### src/dls_pkg.sv
// Constants, enumerations and carrier structs of the drive link status bank.
// Assumes a 100 MHz system clock and one status bank per two serial channels.
package dls_pkg;

   // -------------------------------------------------------------------------
   // Timing
   // -------------------------------------------------------------------------
   localparam int unsigned CLK_MHZ      = 100;
   localparam int unsigned GAP_TIME_US  = 15000;
   localparam int unsigned GAP_CYC      = GAP_TIME_US * CLK_MHZ;
   localparam int unsigned NUM_CH       = 2;
   localparam int unsigned WORD_W       = 16;

   // -------------------------------------------------------------------------
   // Register map (byte addresses, channel 2 at CH_STRIDE above channel 1)
   // -------------------------------------------------------------------------
   localparam logic [7:0] CH_STRIDE       = 8'h20;
   localparam logic [4:0] OFF_FLAGS       = 5'h00;
   localparam logic [4:0] OFF_WAIT        = 5'h04;
   localparam logic [4:0] OFF_ACT_STEP    = 5'h08;
   localparam logic [4:0] OFF_DRV_CODE    = 5'h0c;
   localparam logic [4:0] OFF_ERR_STEP    = 5'h10;
   localparam logic [4:0] OFF_BATCH_PARAM = 5'h14;
   localparam logic [4:0] OFF_SER_CODE    = 5'h18;
   localparam logic [7:0] OFF_SHARED      = 8'h40;
   localparam logic [7:0] OFF_CTRL        = 8'h44;

   // Flag register bit positions
   localparam int unsigned FB_SER_FAULT   = 0;
   localparam int unsigned FB_BUSY        = 1;
   localparam int unsigned FB_DRV_FAULT   = 2;
   localparam int unsigned FB_DRV_LATCH   = 3;
   localparam int unsigned FB_BATCH_FAULT = 4;
   // Shared and control bit positions
   localparam int unsigned SB_INSTR_DONE  = 0;
   localparam int unsigned CB_LEGACY_MAP  = 0;

   // -------------------------------------------------------------------------
   // Reset values
   // -------------------------------------------------------------------------
   localparam logic [15:0] RST_WAIT       = 16'h0000;
   localparam logic [15:0] RST_WORD       = 16'h0000;

   localparam logic [1:0] RESP_OKAY       = 2'b00;
   localparam logic [1:0] RESP_SLVERR     = 2'b10;

   // -------------------------------------------------------------------------
   // Types
   // -------------------------------------------------------------------------
   typedef enum logic [2:0] {
      CMD_MONITOR, CMD_CONTROL, CMD_READ_PARAM, CMD_WRITE_PARAM, CMD_BATCH_WRITE
   } dls_cmd_t;

   typedef enum logic [1:0] {CH_IDLE, CH_BUSY, CH_GAP} dls_ch_state_t;

   typedef struct packed {
      logic        cond;
      dls_cmd_t    cmd;
      logic [15:0] step;
   } dls_drv_req_t;

   typedef struct packed {
      logic        done;
      logic        fault;
      logic [15:0] code;
      logic [15:0] param;
   } dls_xchg_rsp_t;

   typedef struct packed {
      logic        fault;
      logic [15:0] code;
   } dls_line_evt_t;

   typedef struct packed {
      logic        start;
      dls_cmd_t    cmd;
      logic [15:0] wait_time;
   } dls_xchg_req_t;

endpackage

### src/dls_status_bank.sv
// Status and setting bank of a two channel drive link, with AXI4-Lite access.
// Assumes the exchange engine answers each start with one done pulse, and a
// scan tick pulse marks each program scan boundary.
//
// Summary of operation
// - Shared completion flag rises at the scan tick after an instruction ends, holds exactly one scan.
// - Completion flag also rises when the instruction ends with drive fault.
// - Serial fault flag sets on a line error on that channel, and on a drive fault except in legacy map.
// - Busy flag is high exactly while an exchange runs on the channel.
// - Drive fault flag sets when an exchange with the drive fails.
// - Drive fault latch copy stays set after an error.
// - Batch write fault flag sets when a batch write fails.
// - Serial error code word keeps the latest serial error, read only.
// - Response wait time word is writable, read back and sent with each exchange.
// - Active step word holds the executing step while an exchange runs.
// - Drive error code word stores the code of a failed exchange.
// - Error step word latches the step of the failing instruction.
// - Batch error parameter word stores the failing parameter number.
// - STOP to RUN change clears fault flags, latch and error words.
// - In legacy map the serial fault flag ignores pure drive faults.
// - Five exchange types: monitor, control, read, write, batch write.
// - After the port frees, wait before starting the next pending exchange.
// - Start on drive condition rising edge, or again after the gap while it stays high; finish even if it falls.
`timescale 1ns/100ps

module dls_status_bank #(
   parameter int unsigned GAP_CYCLES = dls_pkg::GAP_CYC,
   parameter int unsigned ADDR_W     = 8
) (
   input  wire logic                  CLK_SYS,
   input  wire logic                  NRST,
   input  wire logic [ADDR_W-1:0]     S_AWADDR,
   input  wire logic                  S_AWVALID,
   output      logic                  S_AWREADY,
   input  wire logic [31:0]           S_WDATA,
   input  wire logic [3:0]            S_WSTRB,
   input  wire logic                  S_WVALID,
   output      logic                  S_WREADY,
   output      logic [1:0]            S_BRESP,
   output      logic                  S_BVALID,
   input  wire logic                  S_BREADY,
   input  wire logic [ADDR_W-1:0]     S_ARADDR,
   input  wire logic                  S_ARVALID,
   output      logic                  S_ARREADY,
   output      logic [31:0]           S_RDATA,
   output      logic [1:0]            S_RRESP,
   output      logic                  S_RVALID,
   input  wire logic                  S_RREADY,
   input  wire logic                  SCAN_TICK,
   input  wire logic                  RUN_MODE,
   input  wire dls_pkg::dls_drv_req_t [1:0] DRV_REQ,
   input  wire dls_pkg::dls_xchg_rsp_t [1:0] XCHG_RSP,
   input  wire dls_pkg::dls_line_evt_t [1:0] LINE_EVT,
   output      dls_pkg::dls_xchg_req_t [1:0] XCHG_REQ,
   output      logic [1:0]            DRIVE_BUSY,
   output      logic                  INSTR_DONE
);

   // ------------------------------------------------------------------------
   // Parameter checks
   // ------------------------------------------------------------------------
   if (GAP_CYCLES < 1 || GAP_CYCLES >= (1 << 24)) begin : g_bad_gap
      $error("GAP_CYCLES out of range");
   end
   if (ADDR_W < 7) begin : g_bad_addr
      $error("ADDR_W too small for the map");
   end

   // ------------------------------------------------------------------------
   // Shared state
   // ------------------------------------------------------------------------
   logic        run_q_r;
   logic        legacy_r;
   logic        done_pend_r;
   logic        done_flag_r;
   logic [1:0]  ch_done;
   logic [1:0]  ch_start;
   wire         run_rise = RUN_MODE & ~run_q_r;
   wire         any_done = |ch_done;

   // Per channel storage
   dls_pkg::dls_ch_state_t state_r [2];
   logic [23:0] gap_cnt_r    [2];
   logic        pend_r       [2];
   logic        cond_q_r     [2];
   dls_pkg::dls_cmd_t cmd_r  [2];
   logic [15:0] wait_r       [2];
   logic [15:0] act_step_r   [2];
   logic [15:0] drv_code_r   [2];
   logic [15:0] err_step_r   [2];
   logic [15:0] batch_par_r  [2];
   logic [15:0] ser_code_r   [2];
   logic        ser_fault_r  [2];
   logic        drv_fault_r  [2];
   logic        drv_latch_r  [2];
   logic        batch_flt_r  [2];
   logic [15:0] ch_rd        [2];

   // ------------------------------------------------------------------------
   // AXI4-Lite write path
   // ------------------------------------------------------------------------
   logic              aw_have_r;
   logic              w_have_r;
   logic [ADDR_W-1:0] aw_addr_r;
   logic [31:0]       w_data_r;
   logic [3:0]        w_strb_r;
   logic              bvalid_r;
   logic [1:0]        bresp_r;

   assign S_AWREADY = ~aw_have_r & ~bvalid_r;
   assign S_WREADY  = ~w_have_r & ~bvalid_r;
   assign S_BVALID  = bvalid_r;
   assign S_BRESP   = bresp_r;

   wire         wr_fire  = aw_have_r & w_have_r & ~bvalid_r;
   wire [7:0]   wr_addr  = 8'(aw_addr_r);
   wire         wr_ch    = wr_addr[5];
   wire [4:0]   wr_off   = wr_addr[4:0];
   wire         wr_in_ch = wr_addr < dls_pkg::OFF_SHARED;
   wire         wr_wait  = wr_fire & wr_in_ch & (wr_off == dls_pkg::OFF_WAIT);
   wire         wr_ctrl  = wr_fire & (wr_addr == dls_pkg::OFF_CTRL);
   wire         wr_ro    = wr_in_ch & (wr_off <= dls_pkg::OFF_SER_CODE)
                           & (wr_off[1:0] == 2'b00);
   wire         wr_known = wr_ro | (wr_addr == dls_pkg::OFF_SHARED)
                           | (wr_addr == dls_pkg::OFF_CTRL);
   wire [15:0]  wr_merge [2];

   always_ff @(posedge CLK_SYS or negedge NRST) begin
      if (!NRST) begin
         aw_have_r <= 1'b0;
         w_have_r  <= 1'b0;
         aw_addr_r <= '0;
         w_data_r  <= 32'h0000_0000;
         w_strb_r  <= 4'h0;
      end else begin
         if (S_AWVALID && S_AWREADY) begin
            aw_have_r <= 1'b1;
            aw_addr_r <= S_AWADDR;
         end else if (wr_fire) begin
            aw_have_r <= 1'b0;
         end
         if (S_WVALID && S_WREADY) begin
            w_have_r <= 1'b1;
            w_data_r <= S_WDATA;
            w_strb_r <= S_WSTRB;
         end else if (wr_fire) begin
            w_have_r <= 1'b0;
         end
      end
   end

   always_ff @(posedge CLK_SYS or negedge NRST) begin
      if (!NRST) begin
         bvalid_r <= 1'b0;
         bresp_r  <= dls_pkg::RESP_OKAY;
      end else if (wr_fire) begin
         bvalid_r <= 1'b1;
         bresp_r  <= wr_known ? dls_pkg::RESP_OKAY : dls_pkg::RESP_SLVERR;
      end else if (S_BREADY) begin
         bvalid_r <= 1'b0;
      end
   end

   always_ff @(posedge CLK_SYS or negedge NRST) begin
      if (!NRST) begin
         legacy_r <= 1'b0;
      end else if (wr_ctrl && w_strb_r[0]) begin
         legacy_r <= w_data_r[dls_pkg::CB_LEGACY_MAP];
      end
   end

   // ------------------------------------------------------------------------
   // AXI4-Lite read path
   // ------------------------------------------------------------------------
   logic        rvalid_r;
   logic [31:0] rdata_r;
   logic [1:0]  rresp_r;

   assign S_ARREADY = ~rvalid_r;
   assign S_RVALID  = rvalid_r;
   assign S_RDATA   = rdata_r;
   assign S_RRESP   = rresp_r;

   wire [7:0]  rd_addr  = 8'(S_ARADDR);
   wire        rd_in_ch = rd_addr < dls_pkg::OFF_SHARED;
   wire        rd_ok_ch = rd_in_ch & (rd_addr[4:0] <= dls_pkg::OFF_SER_CODE)
                          & (rd_addr[1:0] == 2'b00);
   wire        rd_shr   = rd_addr == dls_pkg::OFF_SHARED;
   wire        rd_ctl   = rd_addr == dls_pkg::OFF_CTRL;
   wire [31:0] rd_word  = rd_ok_ch ? {16'h0000, ch_rd[rd_addr[5]]}
                        : rd_shr   ? {31'h0, done_flag_r}
                        : rd_ctl   ? {31'h0, legacy_r}
                        : 32'h0000_0000;

   always_ff @(posedge CLK_SYS or negedge NRST) begin
      if (!NRST) begin
         rvalid_r <= 1'b0;
         rdata_r  <= 32'h0000_0000;
         rresp_r  <= dls_pkg::RESP_OKAY;
      end else if (S_ARVALID && S_ARREADY) begin
         rvalid_r <= 1'b1;
         rdata_r  <= rd_word;
         rresp_r  <= (rd_ok_ch | rd_shr | rd_ctl) ? dls_pkg::RESP_OKAY
                                                  : dls_pkg::RESP_SLVERR;
      end else if (S_RREADY) begin
         rvalid_r <= 1'b0;
      end
   end

   // ------------------------------------------------------------------------
   // Shared completion flag
   // ------------------------------------------------------------------------
   always_ff @(posedge CLK_SYS or negedge NRST) begin
      if (!NRST) begin
         run_q_r     <= 1'b0;
         done_pend_r <= 1'b0;
         done_flag_r <= 1'b0;
      end else begin
         run_q_r     <= RUN_MODE;
         done_pend_r <= any_done | (done_pend_r & ~SCAN_TICK);
         if (SCAN_TICK)
            done_flag_r <= done_pend_r;
      end
   end

   assign INSTR_DONE = done_flag_r;

   // ------------------------------------------------------------------------
   // Channels
   // ------------------------------------------------------------------------
   for (genvar c = 0; c < 2; c++) begin : g_ch
      wire rise    = DRV_REQ[c].cond & ~cond_q_r[c];
      wire busy    = state_r[c] == dls_pkg::CH_BUSY;
      wire xdone   = busy & XCHG_RSP[c].done;
      wire xfault  = xdone & XCHG_RSP[c].fault;
      wire gap_end = (state_r[c] == dls_pkg::CH_GAP) && (gap_cnt_r[c] == 24'd0);
      wire go      = (state_r[c] == dls_pkg::CH_IDLE) & pend_r[c] & DRV_REQ[c].cond;

      assign ch_done[c]  = xdone;
      assign ch_start[c] = go;
      assign DRIVE_BUSY[c] = busy;
      assign XCHG_REQ[c].start     = go;
      assign XCHG_REQ[c].cmd       = cmd_r[c];
      assign XCHG_REQ[c].wait_time = wait_r[c];
      assign wr_merge[c] = {w_strb_r[1] ? w_data_r[15:8] : wait_r[c][15:8],
                            w_strb_r[0] ? w_data_r[7:0]  : wait_r[c][7:0]};
      assign ch_rd[c] =
           (rd_addr[4:0] == dls_pkg::OFF_FLAGS) ?
              {11'h000, batch_flt_r[c], drv_latch_r[c], drv_fault_r[c], busy,
               ser_fault_r[c]}
         : (rd_addr[4:0] == dls_pkg::OFF_WAIT)        ? wait_r[c]
         : (rd_addr[4:0] == dls_pkg::OFF_ACT_STEP)    ? act_step_r[c]
         : (rd_addr[4:0] == dls_pkg::OFF_DRV_CODE)    ? drv_code_r[c]
         : (rd_addr[4:0] == dls_pkg::OFF_ERR_STEP)    ? err_step_r[c]
         : (rd_addr[4:0] == dls_pkg::OFF_BATCH_PARAM) ? batch_par_r[c]
         : ser_code_r[c];

      // Exchange sequencing
      always_ff @(posedge CLK_SYS or negedge NRST) begin
         if (!NRST) begin
            state_r[c]  <= dls_pkg::CH_IDLE;
            gap_cnt_r[c] <= 24'd0;
            pend_r[c]   <= 1'b0;
            cond_q_r[c] <= 1'b0;
            cmd_r[c]    <= dls_pkg::CMD_MONITOR;
            act_step_r[c] <= dls_pkg::RST_WORD;
         end else begin
            cond_q_r[c] <= DRV_REQ[c].cond;
            case (state_r[c])
               dls_pkg::CH_IDLE: begin
                  if (go) begin
                     state_r[c]    <= dls_pkg::CH_BUSY;
                     pend_r[c]     <= 1'b0;
                     cmd_r[c]      <= DRV_REQ[c].cmd;
                     act_step_r[c] <= DRV_REQ[c].step;
                  end else if (rise) begin
                     pend_r[c] <= 1'b1;
                  end else if (!DRV_REQ[c].cond) begin
                     pend_r[c] <= 1'b0;
                  end
               end
               dls_pkg::CH_BUSY: begin
                  if (rise)
                     pend_r[c] <= 1'b1;
                  if (xdone) begin
                     state_r[c]   <= dls_pkg::CH_GAP;
                     gap_cnt_r[c] <= 24'(GAP_CYCLES - 1);
                  end
               end
               default: begin
                  if (gap_end) begin
                     state_r[c] <= dls_pkg::CH_IDLE;
                     pend_r[c]  <= pend_r[c] | rise | DRV_REQ[c].cond;
                  end else begin
                     gap_cnt_r[c] <= gap_cnt_r[c] - 24'd1;
                     if (rise)
                        pend_r[c] <= 1'b1;
                  end
               end
            endcase
         end
      end

      // Response wait time
      always_ff @(posedge CLK_SYS or negedge NRST) begin
         if (!NRST)
            wait_r[c] <= dls_pkg::RST_WAIT;
         else if (wr_wait && wr_ch == 1'(c))
            wait_r[c] <= wr_merge[c];
      end

      // Fault flags: clear first so a same-cycle event wins
      always_ff @(posedge CLK_SYS or negedge NRST) begin
         if (!NRST) begin
            ser_fault_r[c] <= 1'b0;
            drv_fault_r[c] <= 1'b0;
            drv_latch_r[c] <= 1'b0;
            batch_flt_r[c] <= 1'b0;
         end else begin
            if (run_rise) begin
               ser_fault_r[c] <= 1'b0;
               drv_fault_r[c] <= 1'b0;
               drv_latch_r[c] <= 1'b0;
               batch_flt_r[c] <= 1'b0;
            end
            if (xdone)
               drv_fault_r[c] <= XCHG_RSP[c].fault;
            if (xfault) begin
               drv_latch_r[c] <= 1'b1;
               if (!legacy_r)
                  ser_fault_r[c] <= 1'b1;
               if (cmd_r[c] == dls_pkg::CMD_BATCH_WRITE)
                  batch_flt_r[c] <= 1'b1;
            end
            if (LINE_EVT[c].fault)
               ser_fault_r[c] <= 1'b1;
         end
      end

      // Error words
      always_ff @(posedge CLK_SYS or negedge NRST) begin
         if (!NRST) begin
            drv_code_r[c]  <= dls_pkg::RST_WORD;
            err_step_r[c]  <= dls_pkg::RST_WORD;
            batch_par_r[c] <= dls_pkg::RST_WORD;
            ser_code_r[c]  <= dls_pkg::RST_WORD;
         end else begin
            if (run_rise) begin
               drv_code_r[c]  <= dls_pkg::RST_WORD;
               err_step_r[c]  <= dls_pkg::RST_WORD;
               batch_par_r[c] <= dls_pkg::RST_WORD;
               ser_code_r[c]  <= dls_pkg::RST_WORD;
            end
            if (xfault) begin
               drv_code_r[c] <= XCHG_RSP[c].code;
               err_step_r[c] <= act_step_r[c];
               if (!legacy_r)
                  ser_code_r[c] <= XCHG_RSP[c].code;
               if (cmd_r[c] == dls_pkg::CMD_BATCH_WRITE)
                  batch_par_r[c] <= XCHG_RSP[c].param;
            end
            if (LINE_EVT[c].fault)
               ser_code_r[c] <= LINE_EVT[c].code;
         end
      end

   end
endmodule

### config.mk
export PLATFORM = sky130hd
export DESIGN_NAME = dls_status_bank
export DESIGN_NICKNAME = d
export VERILOG_FILES = /design/src/dls_pkg.sv /design/src/dls_status_bank.sv
export SDC_FILE = /design/constraint.sdc
export NUM_CORES = 1
export LEC_CHECK = 0
export BUFFER_PORTS_ARGS = -buffer_cell sky130_fd_sc_hd__clkbuf_2
export CAP_MARGIN = 5
export CORE_MARGIN = 5
export CORE_UTILIZATION = 60
export CTS_CLUSTER_SIZE = 20
export DETAILED_ROUTE_END_ITERATION = 7
export PLACE_DENSITY = 0.95
export SLEW_MARGIN = 20
export SYNTH_ARGS = -nofsm -noshare
export SYNTH_HDL_FRONTEND = slang
export SYNTH_SLANG_ARGS = --single-unit
### constraint.sdc
create_clock -name CLK_SYS -period 5.2 [get_ports CLK_SYS]
set_input_delay 1.04 -clock CLK_SYS [delete_from_list [all_inputs] [get_ports CLK_SYS]]
set_output_delay 1.04 -clock CLK_SYS [all_outputs]
set_load 0.1 [all_outputs]
# Yosys cells after proc, flatten, opt, wreduce, memory -nomap -nowiden
# Cells that the tools add are included.
# totals
ff_bits,332
output_inout_bits,84
elab_cells,248
# op_classes
n_addsub,2
order_cmp,5
n_eq_ne,24
n_mux,91
n_bitwise,44
reduce_logical,36
# op_table
cell,n
16-bit 2-to-1 mux,35
24-bit 2-to-1 mux,4
24-bit case mux with 2 select lines,2
24-bit logical NOT,2
24-bit by 1-bit subtractor with 24-bit output (second input constant),2
1-bit 2-to-1 mux,38
8-bit by 7-bit equality test with 1-bit output (second input constant),4
1-bit bitwise AND,23
8-bit by 7-bit less-than comparator with 1-bit output (second input constant),2
2-bit 2-to-1 mux,8
2-bit nonzero test,8
2-bit AND reduction,6
3-bit AND reduction,4
1-bit inverter,11
5-bit by 3-bit equality test with 1-bit output (second input constant),2
5-bit by 4-bit equality test with 1-bit output (second input constant),2
5-bit equality test (second input constant),2
5-bit <= comparator (second input constant),2
1-bit bitwise OR,9
1-bit logical AND,8
2-bit logical NOT,4
2-bit inequality test (second input constant),4
4-bit inequality test (second input constant),2
2-bit case mux with 2 select lines,2
other kinds (10),16

# Longest topological paths before layout
# Gate-level depths: netlist (run 1).
# logic_depth
ltp_word,11
depth_mapped,8
ltp_nobuf,7

# Worst setup path after synthesis (run 1)
# OpenSTA, ideal clock, no wires.
# synth_timing
path_type,register to register
startpoint,"register bvalid_r, in the netlist S_BVALID"
endpoint,register w_data_r[10]
setup_ns,0.125
t_arrival_ns,3.505
required_time_ns,5.075
path_slack_ns,1.570
path_stages_with_launch,6
n_path_buf,2
synth_period_minus_slack_ns,3.630
path_cell_list,dfrtp_1 > nor2_1 > and2_1 > clkbuf_1 > clkbuf_1 > mux2_2
# synth_between
elab_chain_len,3
# synth_rtl
item,line_no,text
"start, declared",dls_status_bank.sv:107,logic bvalid_r;
"start signal, assigned",dls_status_bank.sv:154,bvalid_r <= 1'b0;
"start signal, assigned",dls_status_bank.sv:157,bvalid_r <= 1'b1;
"start signal, assigned",dls_status_bank.sv:160,bvalid_r <= 1'b0;
1-bit inverter,dls_status_bank.sv:111,assign S_WREADY = ~w_have_r & ~bvalid_r;
1-bit bitwise AND,dls_status_bank.sv:111,
named net S_WREADY,dls_status_bank.sv:38,"output logic S_WREADY,"
1-bit logical AND,dls_status_bank.sv:142,if (S_WVALID && S_WREADY) begin
"end signal, assigned",dls_status_bank.sv:133,w_data_r <= 32'h0000_0000;
"end signal, assigned",dls_status_bank.sv:144,w_data_r <= S_WDATA;
"end, declared",dls_status_bank.sv:105,logic [31:0] w_data_r;
# The timed path passes the listed nets, and every way through them passes these cells.
# A chain may end at the register's enable or synchronous reset.

# Final worst setup path (run 1)
# layout_timing
startpoint,input S_ARADDR[2]
endpoint,"register rdata_r[6], in the netlist S_RDATA[6]"
# layout_between
elab_chain_len,11
word_cells_on_any_way,26
classes_between,order compare (2); eq/ne (5); mux (16); bitwise (2); reduce/logical (1)
# layout_rtl
item,line_no,text
"start, declared",dls_status_bank.sv:42,"input wire logic [ADDR_W-1:0] S_ARADDR,"
5-bit equality test,dls_status_bank.sv:255,: (rd_addr[4:0] == dls_pkg::OFF_BATCH_PARAM) ? batch_par_r[c]
16-bit 2-to-1 mux,dls_status_bank.sv:255,
16-bit 2-to-1 mux,dls_status_bank.sv:254,: (rd_addr[4:0] == dls_pkg::OFF_ERR_STEP) ? err_step_r[c]
16-bit 2-to-1 mux,dls_status_bank.sv:253,: (rd_addr[4:0] == dls_pkg::OFF_DRV_CODE) ? drv_code_r[c]
16-bit 2-to-1 mux,dls_status_bank.sv:252,: (rd_addr[4:0] == dls_pkg::OFF_ACT_STEP) ? act_step_r[c]
16-bit 2-to-1 mux,dls_status_bank.sv:251,: (rd_addr[4:0] == dls_pkg::OFF_WAIT) ? wait_r[c]
16-bit 2-to-1 mux,dls_status_bank.sv:248,(rd_addr[4:0] == dls_pkg::OFF_FLAGS) ?
16-bit 2-to-1 mux (not written as such) (3 in series),dls_status_bank.sv:190,"wire [31:0] rd_word = rd_ok_ch ? {16'h0000, ch_rd[rd_addr[5]]}"
16-bit 2-to-1 mux *,dls_status_bank.sv:190,
"end signal, assigned",dls_status_bank.sv:202,rdata_r <= rd_word;
"end, declared",dls_status_bank.sv:176,logic [31:0] rdata_r;
# Every way passes the cells marked *; elsewhere a longest branch is shown, timed or not. The select of a mux whose other input is x is not followed.

==> results.py, run 1 <==
metrics = {
    "clock_tree": {
        "cts.htree.levels": 2,
        "cts_buffers": 34,
        "post_cts_buffers": 0,
        "cts_root_buffer": "clkbuf_16",
        "cts_resized": 0,
        "cts_tree": "done",
        "clock_latency_ns": 0.51,
        "cts.sinks": 314,
        "postCtsHoldBufs": 0,
        "cts_buffer_depth": 3,
        "clkTransAtPathRegs_ns": 0.06,
    },
    "pwr": {
        "p_sw_frac": 0.3378,
        "internal-power_mw": 4.613,
        "p_leak_nw": 8.605,
        "p_per_area_mw_per_mm2": 396.8,
        "clockPowerShare": 0.333,
        "seqPwrFrac": 0.452,
        "irDropWorstVdd_uv": 468.5,
        "pwr-share-comb": 0.215,
        "power_switching_mw": 2.353,
    },
    "floorplan": {
        "io_pins": 287,
        "fp.dieW_um": 168.7,
        "die_h_um": 168.7,
        "num_rows": 58,
        "coreArea_mm2": 0.02496,
        "die-area_mm2": 0.02845,
        "start_util": 0.6051,
    },
    "critical_path": {
        "path_max_fanout": 26,
        "required_ns": 5.65,
        "critPathKind": "primary input to flip-flop",
        "worstPathArrival_ns": 3.77,
        "cp-end-kind": "flip-flop",
        "cp-start-kind": "primary input",
    },
    "grt": {
        "grt_max_degree": 117,
        "grt_pass1_wl_um": 72760,
        "grt_pass1_vias": 13070,
        "grt_usage": 0.3223,
        "grt_overflow": 0,
        "antenna_found_initial": 2,
    },
    "detailed_routing": {
        "via_per_inst": 6.394,
        "routed_wirelength_um": 46680,
        "first_pass_iters": 7,
        "drtAntennaViolNets": 0,
        "wl_per_cell_um": 22.58,
        "drcViolationCount": 0,
        "vias": 13220,
        "drtIter0Drc": 1932,
    },
    "outcome": {
        "status": "finished, final reports clean",
    },
    "sta": {
        "setup_tns_ns": 0,
        "hold_viol_final": 0,
        "drv_slew": 0,
        "max_slew_margin": 0.2439,
        "skew_ns": 0.02010,
        "layout_setup_ws_ns": 1.882,
        "setup_viol": 0,
        "rsz0062_at_grt": "no",
        "max_freq_mhz": 301.3,
        "finalCriticalPeriod_ns": 3.318,
        "timing.hold.ws_ns": 0.4845,
        "worst_pin_slew_ns": 1.131,
        "fin_crit_sh": 0.6382,
    },
    "cells_and_area": {
        "final_nets": 1925,
        "layout_common_cells": "nand2_1, dfrtp_1, clkbuf_2, mux2_2, o21ai_0",
        "layout_commonest_cell": "nand2_1",
        "diodes": 0,
        "drive_above_1_share": 0.2619,
        "area_delta_synth_final_pct": 16.24,
    },
    "synthesis": {
        "synth.avg_cell_area_um2": 9.977,
        "synth_seq_cells": 314,
        "synth_top_area_share": 0.5202,
        "synth_edf_count": 0,
        "yosysUniqueCellTypes": 70,
        "synth_ff_type": "dfrtp_1",
        "yosys_warnings": 0,
        "ys_seq_area_frac": 0.5202,
        "syn-instance-count": 1514,
        "synth.top_cells.by_area": "dfrtp_1, nand2_1, mux2_2",
        "post-synth-top-area-cell": "dfrtp_1",
        "async_reset_ff_frac": 1.000,
        "syn_area_mm2": 0.01510,
    },
    "place": {
        "port_buffers": 250,
        "gp_congestion": 0.9935,
        "dp_slack_ns": 1.407,
        "dp_hpwl_um": 32340,
    },
    "job": {
        "max-cap-violations": 0,
    },
    "min_path": {
        "hp-class": "flip-flop to flip-flop",
    },
}
## state kept, by name (all words and copies together), names as in the netlist, 4 cells and up
register and count:
S_RDATA 16, gap_cnt_r 48, ser_code_r 32, w_data_r 16
aw_addr_r 8, drv_code_r 32, act_step_r 32, err_step_r 32
XCHG_REQ 38, batch_par_r 32, state_r 4
## cell families (layout without fill, tap and decap cells)
kind of cell / Yosys count / count (layout) / synth area share
DFF: 314 / 314 / 0.5202
and+or+nand+nor: 596 / 596 / 0.1869
adders and majority gates: 4 / 4 / 0.003314
other: 1 / 18 / 0.0002483
xor gates and xnor gates: 32 / 32 / 0.01856
AOI/OAI and AO/OA: 294 / 294 / 0.1264
buffers and inverters: 131 / 337 / 0.03968
muxes: 142 / 142 / 0.1047
## metrics by stage
| stage | utilization | power, mW | instance area [um2] | instances |
|---|---|---|---|---|
| CTS | 0.7028 | 6.961 | 17550 | 2066 |
| global placement | 0.6607 | 4.562 | 16490 | 2011 |
| global route | 0.7033 | 7.219 | 17560 | 2067 |
| finish | 0.7033 | 6.966 | 17560 | 2067 |
| detailed placement | 0.6608 | 4.637 | 16500 | 2011 |
| floorplan | - | 4.178 | 15170 | 1531 |
## worst max-delay path, stage by stage
cell and delay (ns):
clkbuf_2 0.47, buf_4 0.47, and3_1 0.28, nor3_4 0.34, nand3_1 0.45, a311oi_1 0.54, a211o_1 0.17
## area by class of cell
class,count,area (um2)
Clock buffer,47,980.9
Clock inverter,8,68.82
Fill cell,1770,7407
Inverter,12,45.04
Multi-Input combinational cell,1086,6751
Sequential cell,314,7858
Tap cell,330,412.9
Timing Repair Buffer,270,1440
## power by group through the flow
stage / Sequential [mW] / Clock, mW / Combinational [mW]
after global placement: 3.13 / 0 / 1.43
final: 3.15 / 2.32 / 1.50
after CTS: 3.13 / 2.34 / 1.49
after global routing: 3.18 / 2.44 / 1.60
after floorplan: 3.42 / 0 / 0.753
after detailed placement: 3.16 / 0 / 1.48
## final timing paths
check	startpoint	to	slack [ns]	cells after the start
setup / recovery	S_ARADDR[2]	S_RDATA[6]	1.88	7
setup reg to reg	S_RVALID	S_RDATA[6]	2.35	5
hold / removal	batch_flt_r[1]	batch_flt_r[1]	0.48	1
max in group asynchronous	NRST	S_RDATA[9]	3.45	2
min in group asynchronous	NRST	gap_cnt_r[22]	0.57	1
hold reg to reg	batch_flt_r[1]	batch_flt_r[1]	0.48	1
## per-layer routing
layer  GRT usage  vias up  share of wire
met2      0.5074      945           0.47
met1      0.4282     6344           0.36
met4      0.1521        4          0.051
met3     0.07263      171           0.12
met5           0        -        0.00049
li1            -     5752              -
## cells in the mapped netlist, types with 3 or more instances
cell type    n
a2111oi_0    5
a211o_1     12
a211oi_1     8
a21o_1       7
a21oi_1     52
a2bb2oi_1    3
a311oi_1    22
a31oi_1      4
and2_1       5
and3_1      38
buf_1        5
buf_2       14
buf_4       22
clkbuf_1    77
dfrtp_1    314
ha_1         4
inv_1       12
mux2_2     104
mux2i_1     35
nand2_1    337
nand2b_1     5
nand3_1     79
nand3b_1     4
nand4_1      6
nand4b_1     7
nor2_1      43
nor2b_1      4
nor3_1      15
nor4_1       9
nor4b_1      3
o211ai_1    34
o21ai_0     98
o21ai_1      3
o221ai_1     3
o22ai_1     27
o31ai_1      3
or2_2        3
or3_1       14
or4_1        5
or4_4        3
xnor2_1     18
xor2_1      14
Note: power is estimated with default switching activity, not from simulation.
==> inputs of run 2 (changes only) <==
Settings changed: CORE_UTILIZATION 60 to 51, PLACE_DENSITY 0.95 to 0.88.
Clock period 5.2 ns to 2.9 ns, I/O delays scaled along.
==> run 2 against run 1 <==
Effect of this change: wire length grew 1.8%; critical path type is now flip-flop to primary output; first-iteration DRC count is 8.5% lower; clock power up 90%; highest routed layer unchanged; combinational power is 81% higher; cell count rose by 4.2%.
==> results.py, run 2 (same netlist as run 1, synthesis figures left out) <==
metrics = {
    "detailed_routing": {
        "drtAntennaViolNets": 0,
        "drcViolationCount": 0,
        "routed_wirelength_um": 47510,
        "wl_per_cell_um": 22.07,
        "vias": 13240,
        "drtIter0Drc": 1767,
        "first_pass_iters": 5,
        "via_per_inst": 6.149,
    },
    "sta": {
        "skew_ns": 0.01946,
        "hold_viol_final": 0,
        "max_slew_margin": 0.3829,
        "fin_crit_sh": 0.9366,
        "setup_tns_ns": 0,
        "drv_slew": 0,
        "finalCriticalPeriod_ns": 2.716,
        "layout_setup_ws_ns": 0.1839,
        "setup_viol": 0,
        "rsz0062_at_grt": "no",
        "worst_pin_slew_ns": 0.9257,
        "max_freq_mhz": 368.2,
    },
    "cells_and_area": {
        "fin_util": 0.6117,
        "multi_input_area_mm2": 0.006765,
        "n_fill_cell": 2307,
        "seqCellArea_mm2": 0.007858,
        "area_delta_synth_final_pct": 19.07,
        "drive_above_1_share": 0.2754,
        "largest_register": "gap_cnt_r",
        "largest_reg_flops": 48,
        "final_nets": 1948,
        "layout_commonest_cell": "nand2_1",
        "layout_common_cells": "nand2_1, dfrtp_1, clkbuf_2, mux2_2, o21ai_0",
    },
    "clock_tree": {
        "cts_buffer_depth": 3,
        "cts_buffers": 35,
        "cts_tree": "done",
        "postCtsHoldBufs": 0,
        "cts_root_buffer": "clkbuf_16",
        "cts.htree.levels": 2,
        "clkTransAtPathRegs_ns": 0.06,
        "post_cts_buffers": 0,
        "clock_latency_ns": 0.52,
        "cts_resized": 0,
        "cts.sinks": 314,
    },
    "critical_path": {
        "path_cells": "nor2b_1, clkbuf_2",
        "crit_cells": 2,
        "endpoint": "DRIVE_BUSY[0]",
        "critPathKind": "flip-flop to primary output",
        "path_buf_inv": 1,
        "worstPathArrival_ns": 2.14,
        "rr_worst_depth": 4,
        "cp-end-kind": "primary output",
        "cp-start-kind": "flip-flop",
        "critPathLaunch": "state_r[2]",
        "crit-reg2reg-capture": "XCHG_REQ[24]",
        "worstReg2RegStart": "aw_addr_r[1]",
        "required_ns": 2.32,
        "r2r_setup_slack_ns": 0.42,
        "cpPeakStageDelay_ns": 0.57,
        "cpLargestDelayFamily": "buffers and inverters",
        "path_max_fanout": 9,
        "worst_path_max_delay_cell": "clkbuf_2",
    },
    "floorplan": {
        "start_util": 0.5137,
        "io_pins": 287,
        "die-area_mm2": 0.03316,
        "fp.dieW_um": 182.1,
        "num_rows": 63,
        "coreArea_mm2": 0.02940,
        "die_h_um": 182.1,
    },
    "outcome": {
        "status": "finished, final reports clean",
    },
    "grt": {
        "grt_max_degree": 86,
        "grt_usage": 0.2784,
        "grt_overflow": 0,
        "grt_pass1_vias": 13040,
        "antenna_found_initial": 6,
        "grt_pass1_wl_um": 73640,
    },
    "pwr": {
        "p_leak_nw": 8.771,
        "power_mw": 12.73,
        "p_per_area_mw_per_mm2": 707.9,
        "irDropWorstVdd_uv": 374.4,
    },
    "place": {
        "gp_congestion": 0.9404,
        "dp_hpwl_um": 33990,
        "dp_slack_ns": 0.2623,
        "port_buffers": 250,
    },
    "job": {
        "max-cap-violations": 0,
    },
    "min_path": {
        "hp-class": "primary input to asynchronous set/reset pin",
    },
}
-- run 2: metal layers --
| metal | GRT usage | part of all wire | up-vias |
|---|---|---|---|
| met4 | 0.1351 | 0.052 | 8 |
| met1 | 0.3694 | 0.38 | 6437 |
| met2 | 0.4366 | 0.47 | 837 |
| met5 | 0 | 0.0011 | - |
| li1 | - | - | 5790 |
| met3 | 0.06179 | 0.10 | 167 |
-- run 2: report_power, final --
| group | switching (mW) | internal, mW |
|---|---|---|
| Combinational | 1.84 | 0.877 |
| Clock | 1.80 | 2.60 |
| Sequential | 0.634 | 4.99 |
| Total | 4.27 | 8.46 |
-- run 2: per-stage QoR --
step	std cells	hold WS, ns	instance area (um2)
floorplan	1531	0.2844	15180
global placement	2094	0.4647	16840
detailed placement	2094	0.4645	16850
CTS	2151	0.08305	17980
global route	2153	0.1057	17980
finish	2153	0.04612	17980
-- run 2: area by class of cell --
cell class | instances | share of cell area
Antenna cell | 2 | 0.0002783
Clock buffer | 45 | 0.05531
Clock inverter | 12 | 0.007514
Inverter | 12 | 0.002505
Multi-Input combinational cell | 1086 | 0.3762
Sequential cell | 314 | 0.4369
Tap cell | 390 | 0.02713
Timing Repair Buffer | 292 | 0.09420
-- run 2: how the worst min path moves through the flow --
| stage | start | endpoint | slack (ns) | depth (start not counted) |
|---|---|---|---|---|
| after floorplan | NRST | INSTR_DONE | 0.28 | 0 |
| after global placement | S_BRESP[1] | S_BRESP[1] | 0.46 | 2 |
| after detailed placement | batch_flt_r[0] | batch_flt_r[0] | 0.46 | 1 |
| after CTS | NRST | gap_cnt_r[21] | 0.08 | 1 |
| after global routing | NRST | gap_cnt_r[21] | 0.11 | 1 |
| final | NRST | gap_cnt_r[21] | 0.05 | 1 |
